$ cat src/pmx_pkg.sv
// pmx_pkg: register addresses, field positions, reset values and timing
// constants for the power mode and external interrupt pin block.
// assumes an 8-bit special-function register port driven by the core.
package pmx_pkg;
  localparam logic [7:0] PWR_CTRL_ADDR = 8'h87;
  localparam logic [7:0] IRQ_CFG_ADDR = 8'hF4;
  localparam logic [7:0] PWR_CTRL_RESET = 8'h00;
  localparam logic [7:0] IRQ_CFG_RESET = 8'h01;
  localparam int IDLE_BIT = 0;
  localparam int STOP_BIT = 1;
  localparam int FLAGS_LO = 2;
  localparam int FLAGS_HI = 7;
  localparam int IRQ1_POL_BIT = 7;
  localparam int IRQ1_SEL_HI = 6;
  localparam int IRQ1_SEL_LO = 4;
  localparam int IRQ0_POL_BIT = 3;
  localparam int IRQ0_SEL_HI = 2;
  localparam int IRQ0_SEL_LO = 0;
  localparam logic [15:0] RESET_VECTOR = 16'h0000;
  localparam int CLK_MHZ = 50;
  localparam int MCD_TIMEOUT_US = 100;
  localparam int MCD_TIMEOUT_CYCLES = MCD_TIMEOUT_US * CLK_MHZ;
  localparam logic [5:0] FLAGS_ZERO = 6'h00;
  typedef enum logic [2:0] {
    PM_RUN = 3'b001,
    PM_IDLE = 3'b010,
    PM_STOP = 3'b100
  } pmx_mode_type;
endpackage

$ cat src/pmx_top.sv
// pmx_top: power mode control register and external interrupt pin
// configuration, with idle/stop mode sequencing.
// assumes the core writes/reads registers over a single-cycle sfr port and
// reports instruction completion; resets of every source arrive on arst_n.
`timescale 1ns/1ps
`default_nettype none
module pmx_top (
  input wire logic clk,
  input wire logic arst_n,
  input wire logic [7:0] sfr_addr,
  input wire logic [7:0] sfr_wdata,
  input wire logic sfr_wr,
  input wire logic sfr_rd,
  input wire logic instr_done,
  input wire logic irq_wake,
  input wire logic [7:0] port0_pins,
  input wire logic mcd_enable,
  output logic [7:0] sfr_rdata,
  output logic cpu_halt,
  output logic periph_clk_en,
  output logic osc_int_en,
  output logic irq_block,
  output logic mcd_active,
  output logic idle_mode,
  output logic stop_mode,
  output logic external_interrupt_zero,
  output logic external_interrupt_one,
  output logic [15:0] fetch_vector
);
  pmx_pkg::pmx_mode_type mode_reg, mode_next;
  logic [5:0] software_flags_reg;
  logic [7:0] irq_cfg_reg;
  logic idle_req_reg, stop_req_reg;
  logic [7:0] pins_meta_reg, pins_sync_reg;
  logic irq0_act, irq1_act;

  wire hit_pwr = sfr_addr == pmx_pkg::PWR_CTRL_ADDR;
  wire hit_cfg = sfr_addr == pmx_pkg::IRQ_CFG_ADDR;
  wire wr_pwr = sfr_wr && hit_pwr;
  wire wr_cfg = sfr_wr && hit_cfg;
  wire set_idle = wr_pwr && sfr_wdata[pmx_pkg::IDLE_BIT];
  wire set_stop = wr_pwr && sfr_wdata[pmx_pkg::STOP_BIT];
  wire ext_irq1_polarity = irq_cfg_reg[pmx_pkg::IRQ1_POL_BIT];
  wire ext_irq0_polarity = irq_cfg_reg[pmx_pkg::IRQ0_POL_BIT];
  wire [2:0] ext_irq1_pin_select =
    irq_cfg_reg[pmx_pkg::IRQ1_SEL_HI:pmx_pkg::IRQ1_SEL_LO];
  wire [2:0] ext_irq0_pin_select =
    irq_cfg_reg[pmx_pkg::IRQ0_SEL_HI:pmx_pkg::IRQ0_SEL_LO];
  wire [7:0] pwr_read = {software_flags_reg, 2'b00};
  wire [7:0] rd_mux = hit_pwr ? pwr_read : (hit_cfg ? irq_cfg_reg : 8'h00);
  wire is_run = mode_reg == pmx_pkg::PM_RUN;
  wire is_idle = mode_reg == pmx_pkg::PM_IDLE;
  wire is_stop = mode_reg == pmx_pkg::PM_STOP;

  // pin inputs cross from outside the clock domain
  always_ff @(posedge clk or negedge arst_n) begin
    if (!arst_n) begin
      pins_meta_reg <= 8'h00;
      pins_sync_reg <= 8'h00;
    end else begin
      pins_meta_reg <= port0_pins;
      pins_sync_reg <= pins_meta_reg;
    end
  end

  pmx_pin_sel u_sel1 (
    .clk(clk),
    .arst_n(arst_n),
    .pins(pins_sync_reg),
    .sel(ext_irq1_pin_select),
    .polarity(ext_irq1_polarity),
    .active(irq1_act)
  );

  pmx_pin_sel u_sel0 (
    .clk(clk),
    .arst_n(arst_n),
    .pins(pins_sync_reg),
    .sel(ext_irq0_pin_select),
    .polarity(ext_irq0_polarity),
    .active(irq0_act)
  );

  // pending mode requests wait for the writing instruction to finish
  always_ff @(posedge clk or negedge arst_n) begin
    if (!arst_n) begin
      idle_req_reg <= 1'b0;
      stop_req_reg <= 1'b0;
    end else begin
      idle_req_reg <= (idle_req_reg || set_idle) && !instr_done;
      stop_req_reg <= (stop_req_reg || set_stop) && !instr_done;
    end
  end

  // stop wins when both bits land in one write: lower power is safer
  always_comb begin
    mode_next = mode_reg;
    unique case (mode_reg)
      pmx_pkg::PM_RUN: begin
        if (instr_done && (stop_req_reg || set_stop)) begin
          mode_next = pmx_pkg::PM_STOP;
        end else if (instr_done && (idle_req_reg || set_idle)) begin
          mode_next = pmx_pkg::PM_IDLE;
        end
      end
      pmx_pkg::PM_IDLE: begin
        // wake clears the idle bit; the core then takes the interrupt
        // and returns to the instruction after the idle write
        if (irq_wake) begin
          mode_next = pmx_pkg::PM_RUN;
        end
      end
      pmx_pkg::PM_STOP: begin
        // no way out but arst_n, driven by pin, watchdog or clock detector
        mode_next = pmx_pkg::PM_STOP;
      end
      default: mode_next = pmx_pkg::PM_RUN;
    endcase
  end

  // all reset sources, watchdog and clock detector included, come in
  // on arst_n and put the mode back to run from any state
  always_ff @(posedge clk or negedge arst_n) begin
    if (!arst_n) begin
      mode_reg <= pmx_pkg::PM_RUN;
    end else begin
      mode_reg <= mode_next;
    end
  end

  always_ff @(posedge clk or negedge arst_n) begin
    if (!arst_n) begin
      software_flags_reg <= pmx_pkg::PWR_CTRL_RESET[pmx_pkg::FLAGS_HI:
                                                    pmx_pkg::FLAGS_LO];
    end else if (wr_pwr) begin
      software_flags_reg <=
        sfr_wdata[pmx_pkg::FLAGS_HI:pmx_pkg::FLAGS_LO];
    end
  end

  always_ff @(posedge clk or negedge arst_n) begin
    if (!arst_n) begin
      irq_cfg_reg <= pmx_pkg::IRQ_CFG_RESET;
    end else if (wr_cfg) begin
      irq_cfg_reg <= sfr_wdata;
    end
  end

  always_ff @(posedge clk or negedge arst_n) begin
    if (!arst_n) begin
      sfr_rdata <= 8'h00;
    end else if (sfr_rd) begin
      sfr_rdata <= rd_mux;
    end
  end

  // status outputs other than mcd_active and fetch_vector are registered from mode_next, so they change on the same edge as the mode register
  always_ff @(posedge clk or negedge arst_n) begin
    if (!arst_n) begin
      cpu_halt <= 1'b0;
      periph_clk_en <= 1'b1;
      osc_int_en <= 1'b1;
      irq_block <= 1'b0;
      mcd_active <= 1'b0;
      idle_mode <= 1'b0;
      stop_mode <= 1'b0;
      fetch_vector <= pmx_pkg::RESET_VECTOR;
    end else begin
      cpu_halt <= !(mode_next == pmx_pkg::PM_RUN);
      // idle leaves peripherals and registers clocked and untouched
      periph_clk_en <= !(mode_next == pmx_pkg::PM_STOP);
      osc_int_en <= !(mode_next == pmx_pkg::PM_STOP);
      irq_block <= mode_next == pmx_pkg::PM_STOP;
      mcd_active <= mcd_enable;
      idle_mode <= mode_next == pmx_pkg::PM_IDLE;
      stop_mode <= mode_next == pmx_pkg::PM_STOP;
      fetch_vector <= pmx_pkg::RESET_VECTOR;
    end
  end

  // requests are masked by the registered stop state, so they drop one cycle after stop is entered
  always_ff @(posedge clk or negedge arst_n) begin
    if (!arst_n) begin
      external_interrupt_zero <= 1'b0;
      external_interrupt_one <= 1'b0;
    end else begin
      external_interrupt_zero <= irq0_act && !is_stop;
      external_interrupt_one <= irq1_act && !is_stop;
    end
  end

  // software keeps the two-byte follower; the block does not check it

  property p_idle_entry;
    @(posedge clk) disable iff (!arst_n)
    (is_run && instr_done && (set_idle || idle_req_reg) && !set_stop &&
      !stop_req_reg) |=> is_idle && cpu_halt && idle_mode;
  endproperty
  a_idle_entry: assert property (p_idle_entry)
    else $error("idle not entered after idle write");

  property p_stop_entry;
    @(posedge clk) disable iff (!arst_n)
    (is_run && instr_done && (set_stop || stop_req_reg))
      |=> is_stop ##1 (!osc_int_en && !periph_clk_en);
  endproperty
  a_stop_entry: assert property (p_stop_entry)
    else $error("stop not entered or oscillator still on");

  property p_idle_wake;
    @(posedge clk) disable iff (!arst_n)
    (is_idle && irq_wake) |=> is_run && !cpu_halt && !idle_mode;
  endproperty
  a_idle_wake: assert property (p_idle_wake)
    else $error("interrupt did not wake from idle");

  property p_stop_sticks;
    @(posedge clk) disable iff (!arst_n)
    is_stop |=> is_stop [*2];
  endproperty
  a_stop_sticks: assert property (p_stop_sticks)
    else $error("stop left without reset");

  property p_idle_periph;
    @(posedge clk) disable iff (!arst_n)
    is_idle |=> periph_clk_en && osc_int_en;
  endproperty
  a_idle_periph: assert property (p_idle_periph)
    else $error("peripheral clock dropped in idle");

  property p_mode_bits_zero;
    @(posedge clk) disable iff (!arst_n)
    (sfr_rd && hit_pwr) |=> sfr_rdata[1:0] == 2'b00;
  endproperty
  a_mode_bits_zero: assert property (p_mode_bits_zero)
    else $error("mode select bits read nonzero");

  property p_flags_back;
    @(posedge clk) disable iff (!arst_n)
    (wr_pwr ##1 (sfr_rd && hit_pwr && !sfr_wr))
      |=> sfr_rdata[7:2] == $past(sfr_wdata[7:2], 2);
  endproperty
  a_flags_back: assert property (p_flags_back)
    else $error("software flags did not read back");

  property p_irq1_route;
    @(posedge clk) disable iff (!arst_n)
    // the pin path needs two clean cycles after reset before it can agree
    (!is_stop && $past(arst_n) && $stable(irq_cfg_reg))
      |=> external_interrupt_one ==
      ($past(irq_cfg_reg[7]) ~^ $past(pins_sync_reg[irq_cfg_reg[6:4]], 2));
  endproperty
  a_irq1_route: assert property (p_irq1_route)
    else $error("interrupt one polarity or pin wrong");

  property p_irq_quiet_stop;
    @(posedge clk) disable iff (!arst_n)
    is_stop |=> !external_interrupt_zero && !external_interrupt_one;
  endproperty
  a_irq_quiet_stop: assert property (p_irq_quiet_stop)
    else $error("interrupt request in stop mode");

  property p_irq0_route;
    @(posedge clk) disable iff (!arst_n)
    (!is_stop && $past(arst_n) && $stable(irq_cfg_reg))
      |=> external_interrupt_zero ==
      ($past(irq_cfg_reg[3]) ~^ $past(pins_sync_reg[irq_cfg_reg[2:0]], 2));
  endproperty
  a_irq0_route: assert property (p_irq0_route)
    else $error("interrupt zero polarity or pin wrong");

  property p_fetch_vector;
    @(posedge clk) disable iff (!arst_n)
    1'b1 |-> fetch_vector == pmx_pkg::RESET_VECTOR;
  endproperty
  a_fetch_vector: assert property (p_fetch_vector)
    else $error("restart address not zero");

  property p_stop_halt;
    @(posedge clk) disable iff (!arst_n)
    is_stop |=> cpu_halt && stop_mode && irq_block && !osc_int_en;
  endproperty
  a_stop_halt: assert property (p_stop_halt)
    else $error("stop outputs not held");

  property p_cfg_store;
    @(posedge clk) disable iff (!arst_n)
    wr_cfg |=> irq_cfg_reg == $past(sfr_wdata);
  endproperty
  a_cfg_store: assert property (p_cfg_store)
    else $error("pin configuration not stored");

  property p_flags_store;
    @(posedge clk) disable iff (!arst_n)
    wr_pwr |=> software_flags_reg ==
      $past(sfr_wdata[pmx_pkg::FLAGS_HI:pmx_pkg::FLAGS_LO]);
  endproperty
  a_flags_store: assert property (p_flags_store)
    else $error("software flags not stored");

  property p_idle_regs;
    @(posedge clk) disable iff (!arst_n)
    (is_idle && !wr_pwr) |=> $stable(software_flags_reg);
  endproperty
  a_idle_regs: assert property (p_idle_regs)
    else $error("register changed in idle");

  property p_mcd_copy;
    @(posedge clk) disable iff (!arst_n)
    1'b1 |=> mcd_active == $past(mcd_enable);
  endproperty
  a_mcd_copy: assert property (p_mcd_copy)
    else $error("clock detector enable not followed");

  property p_unmapped_read;
    @(posedge clk) disable iff (!arst_n)
    (sfr_rd && !hit_pwr && !hit_cfg) |=> sfr_rdata == 8'h00;
  endproperty
  a_unmapped_read: assert property (p_unmapped_read)
    else $error("unmapped read not zero");

  property p_stop_no_wake;
    @(posedge clk) disable iff (!arst_n)
    (is_stop && irq_wake) |=> stop_mode && is_stop;
  endproperty
  a_stop_no_wake: assert property (p_stop_no_wake)
    else $error("interrupt woke the block from stop");
endmodule
`default_nettype wire

$ cat src/pmx_pin_sel.sv
// pmx_pin_sel: picks one port 0 pin and applies the polarity bit,
// producing a registered active-high request.
// assumes the pin vector is already synchronised to clk.
`timescale 1ns/1ps
`default_nettype none
module pmx_pin_sel (
  input wire logic clk,
  input wire logic arst_n,
  input wire logic [7:0] pins,
  input wire logic [2:0] sel,
  input wire logic polarity,
  output logic active
);
  wire picked;
  // sensing only reads the pin, never drives it, so routing is untouched
  assign picked = pins[sel];
  always_ff @(posedge clk or negedge arst_n) begin
    if (!arst_n) begin
      active <= 1'b0;
    end else begin
      // 0 means active low, so invert; 1 passes the pin straight
      active <= polarity ? picked : ~picked;
    end
  end
endmodule
`default_nettype wire

$ cat config.mk
export PLATFORM = sky130hd
export DESIGN_NAME = pmx_top
export DESIGN_NICKNAME = d
export VERILOG_FILES = /design/src/pmx_pkg.sv /design/src/pmx_top.sv /design/src/pmx_pin_sel.sv
export SDC_FILE = /design/constraint.sdc
export NUM_CORES = 1
export LEC_CHECK = 0
export ABC_AREA = 1
export BUFFER_PORTS_ARGS = -buffer_cell sky130_fd_sc_hd__buf_2
export CORE_MARGIN = 5
export CORE_UTILIZATION = 51
export CTS_BUF_LIST = sky130_fd_sc_hd__clkbuf_4 sky130_fd_sc_hd__clkbuf_8 sky130_fd_sc_hd__clkbuf_16
export CTS_CLUSTER_SIZE = 30
export DETAILED_ROUTE_END_ITERATION = 6
export GPL_TIMING_DRIVEN = 1
export PLACE_DENSITY = 0.85
export SYNTH_ARGS = -nofsm -noshare
export SYNTH_HDL_FRONTEND = slang
export SYNTH_SLANG_ARGS = --single-unit
$ cat constraint.sdc
create_clock -name clk -period 1.38 [get_ports clk]
set_input_delay 0.138 -clock clk [delete_from_list [all_inputs] [get_ports clk]]
set_output_delay 0.138 -clock clk [all_outputs]
set_load 0.005 [all_outputs]
# Word-level counts from Yosys, hierarchy flattened
# Index checks and enable logic that the tools add are counted.
# W data, S select, Z words.
[word_totals]
mem_bits_rw = 0
latchBits = 0
mem_bits_ro = 0
reg_bits = 52
out_inout_bits = 33
n_memories = 0
[op_classes]
eq_ne = 8
order_cmp = 2
shifts = 0
n_addsub = 0
n_div = 0
mul = 0
reduce_logical = 16
n_bitwise = 2
muxes = 12
[op_table]
columns = ["op", "n"]
rows = [
  ["$eq A8 B8 Y1 const B", 2],
  ["$mux W8", 2],
  ["$logic_and A1 B1 Y1", 10],
  ["$mux W3", 3],
  ["$pmux W3 S3", 1],
  ["$lt A3 B4 Y1 const B", 2],
  ["$bmux W1 S3", 2],
  ["$eq A3 B1 Y1 const B", 2],
  ["$eq A3 B2 Y1 const B", 2],
  ["$eq A3 B3 Y1 const B", 2],
  ["$logic_not A1 Y1", 4],
  ["$mux W1", 4],
  ["$logic_or A1 B1 Y1", 2],
  ["$not A1 Y1", 2],
]

# Depth between registers and ports, before layout
[logic_depth]
ltp_word = 10
mapped_depth = 9
ltp_nobuf = 9

# Hierarchy
# Synthesis repeated with hierarchy kept, for this count alone.
[hier_totals]
hier_cells = 248
hier_area_um2 = 2333.5
[modules_own_cells]
columns = ["mod", "instances", "area_each_um2", "cells_per_inst", "seq_area_each_um2"]
rows = [
  ["pmx_top", 1, 2020.7, 186, 1255.0],
  ["pmx_pin_sel", 2, 156.4, 31, 25.0],
]

# Least setup slack after synthesis
# Ideal clock, no wire load.
[synth_path]
kind = "register to register"
start = "register irq_cfg_reg[0]"
end = "register u_sel0.active"
n_path_buf = 1
t_arrival_ps = 1155
stages_incl_launch_ff = 7
synth_period_minus_slack_ps = 1234
path_slack_ps = 146
cell_sequence = "dfstp_2 buf_2 nand2_1 o211ai_1 nand2_1 o21ai_0 xor2_1"
[synth_via]
elab_chain_len = 4
[synth_rtl]
columns = ["element", "line_no", "text"]
rows = [
  ["from (decl)", "pmx_top.sv:32", "logic [7:0] irq_cfg_reg;"],
  ["from (signal assigned)", "pmx_top.sv:143", "irq_cfg_reg <= pmx_pkg::IRQ_CFG_RESET;"],
  ["from (signal assigned)", "pmx_top.sv:145", "irq_cfg_reg <= sfr_wdata;"],
  ["$bmux W1 S3 *", "pmx_pin_sel.sv:16", "assign picked = pins[sel];"],
  ["$mux W1 (not written as such) *", "pmx_pin_sel.sv:16", ""],
  ["$not A1 Y1", "pmx_pin_sel.sv:22", "active <= polarity ? picked : ~picked;"],
  ["$mux W1 *", "pmx_pin_sel.sv:22", ""],
  ["to (signal assigned)", "pmx_pin_sel.sv:22", ""],
  ["to (decl)", "pmx_pin_sel.sv:12", "output logic active"],
]
# Every way passes the cells marked *; elsewhere a longest branch is shown, timed or not. The select of a mux whose other input is x is not followed.
# A chain may end at the register's enable or synchronous reset.

# Worst setup path in the final report
# Same ends and word-level chain as after synthesis.

==> flow_summary.toml <==
[synth]
synthMuxAreaShare_pct = 0
synthArstFlopShare_pct = 100.0
yosysSeqAreaShare_pct = 59.98
yosys.area_share.adder_pct = 0
synth_top_family_by_area = "simple AND/OR/NAND/NOR gates"
ys_warn_count = 0
synth_xor_xnor_area_share_pct = 0.8051
ys_ff_latch = 52
synthFlopType = "dfrtp_1"
synth_compound_area_share_pct = 9.143
synth_edf_count = 0
synth_cells = 228
syn_avg_cell_area_um2 = 9.543
synth_cell_types = 21
synthSimpleGateAreaFrac_pct = 17.48
synth_area_um2 = 2176

[worst_setup_path]
critPathMaxStageDelay_ps = 580
startpoint_type = "flop"
cp-end-kind = "flop"
crit_fanout = 6
arrival_ps = 1460
regToRegSetupSlack_ps = 100
crit_required_ps = 1560
cp_cell_sequence = "buf_2 -> o21ai_0 -> nand3_1 -> o21ai_0 -> xor2_1"
crit_slowest_cell = "dfstp_2"
cpMostUsedCell = "o21ai_0"
critical_path_class = "reg2reg"

[final_layout]
multi_input_area_um2 = 656.9
areaGrowthSynthToFinish_pct = 20.93
fillCellCount = 345
seq_area_um2 = 1305
layout-drive-gt1-share_pct = 23.53
antenna_cells = 0
fin_area_um2 = 2631
layout.nets = 319

[cts]
path_clk_slew_ps = 90
clock_sinks = 52
insertion_delay_ps = 300
root_buffer = "clkbuf_8"
htree_levels = 2
cts_buffers = 5
clockBufferDepth = 2
cts_tree = "built"

[global_routing]
antenna_found_initial = 0
grt-ovfl-total = 0
grt.total_usage_pct = 15.48
grt_pass1_wl_um = 6658
grt_max_degree = 20
grt_pass1_vias = 1559

[sta]
timing.final.hold_violations = 0
post-route-min-period_ps = 1280
setup_viol = 0
tns_ps = 0
skew_ps = 12.52
hold_slack_ps = 26.52
fmax_ghz = 0.7811
fin_crit_sh_pct = 92.77
slew_violations = 0
grt_setup_unrepaired = "false"

[pwr]
irDropWorstVdd_v = 0.0008059
p_leak_nw = 1.378
power_density_nw_per_um2 = 1128

[floorplan]
start_util_pct = 53.62
die_h_um = 75.32
io_pins = 64
core_um2 = 4058
die_x_um = 75.32
rows = 23
dieArea_um2 = 5672

[placed_design]
place_area_um2 = 2400
globalplace.congestion = 0.8151
port_buffers = 47
hpwl_um = 2972

[routing]
routedWlPerCell_um = 11.96
first_iter_violations = 84
vias = 1580
final_antenna_net_count = 0
first_pass_iters = 4
route.detailed.drc = 0
vias_per_cell = 4.661
postRouteWirelength_um = 4055

[min_path]
hold_path_class = "in2reg"

[run]
max_cap_violations = 0

[outcome]
outcome = "complete, no violations"
## cell families after synthesis
family                 count (synthesis)
buffers and inverters                 50
AND/OR/NAND/NOR                       86
XOR/XNOR                               2
flip-flops                            52
other                                  1
AO/OA/AOI/OAI                         37
## critical path: cells and delay by family (launching register included)
family          cells  cell delay [ps]
compound gates      2              190
xor+xnor            1              150
buf+inv             1              160
flops               1              580
simple gates        1               70
## power breakdown
part           total [mW]  leakage, nW  switching, mW  internal (mW)
Sequential           1.63        0.618         0.0358           1.60
Clock                1.09       0.0645          0.451          0.639
Combinational       0.246        0.696          0.139          0.107
Total                2.97         1.38          0.626           2.34
## synthesized netlist by cell type, types with 3 or more instances
cell type | instances | area share [%]
dfstp_2 | 3 | 3.6
nand3_1 | 15 | 3.5
inv_1 | 26 | 4.5
buf_4 | 19 | 6.6
nand2_1 | 44 | 7.6
dfrtp_1 | 49 | 56
a21oi_1 | 11 | 2.5
o211ai_1 | 4 | 1.4
nor2_1 | 19 | 3.3
nand4_1 | 3 | 0.86
buf_2 | 3 | 0.69
o21ai_0 | 21 | 4.8
## cell usage in the layout (no fill, tap or decap), types with 4 or more instances in the layout
| cell type | count |
|---|---|
| dfrtp_1 | 49 |
| o211ai_1 | 4 |
| nor2_1 | 19 |
| buf_2 | 48 |
| dlygate4sd3_1 | 10 |
| clkbuf_8 | 7 |
| a21oi_1 | 11 |
| nand2_1 | 44 |
| inv_1 | 26 |
| conb_1 | 16 |
| o21ai_0 | 21 |
| nand3_1 | 15 |
## repair_timing
item / in CTS / in global routing
setup endpoints to repair: 0 / 1
endpoints found under the hold margin: 22 / 0
buffers inserted: 0 / 1
resized for setup: 0 / 1
hold buffers: 10 / 0
## per-stage QoR
stage | instances | util (%) | setup WS (ps) | total power [mW]
after global routing | 339 | 64.85 | 3.995 | 3.115
after global placement | 320 | 59.14 | 172.3 | 1.876
after detailed placement | 320 | 59.14 | 143.4 | 1.887
final | 339 | 64.85 | 99.78 | 2.969
after CTS | 338 | 64.72 | 123.4 | 3.001
after floorplan | 243 | - | 145.6 | 1.791
## layer usage
layer / wire length [um] / part of all wire [%] / track usage, %
met2: 2075 / 51 / 28.57
met1: 1591 / 39 / 17.94
met5: 0 / 0 / 0
met4: 20 / 0.49 / 4.272
met3: 368 / 9.1 / 3.562
## final cells by class
| type | instances | share of cell area, % |
|---|---|---|
| sequential | 52 | 49.60 |
| timing repair buffer | 62 | 14.55 |
| clock inverter | 1 | 1.141 |
| multi-input combinational | 141 | 24.96 |
| inverter | 26 | 3.709 |
| clock buffer | 7 | 3.661 |
| tap | 50 | 2.378 |
## path summary, 6_finish.rpt
| kind | start | endpoint | cells after the start |
|---|---|---|---|
| max | irq_cfg_reg[0] | u_sel0.active | 5 |
| min | instr_done | idle_req_reg | 2 |
| max reg2reg | irq_cfg_reg[0] | u_sel0.active | 5 |
| min reg2reg | pins_meta_reg[5] | pins_sync_reg[5] | 0 |
| max in group asynchronous | arst_n | irq_cfg_reg[5] | 3 |
| min in group asynchronous | arst_n | external_interrupt_one | 2 |
Note: power is estimated with default switching activity, not from simulation.
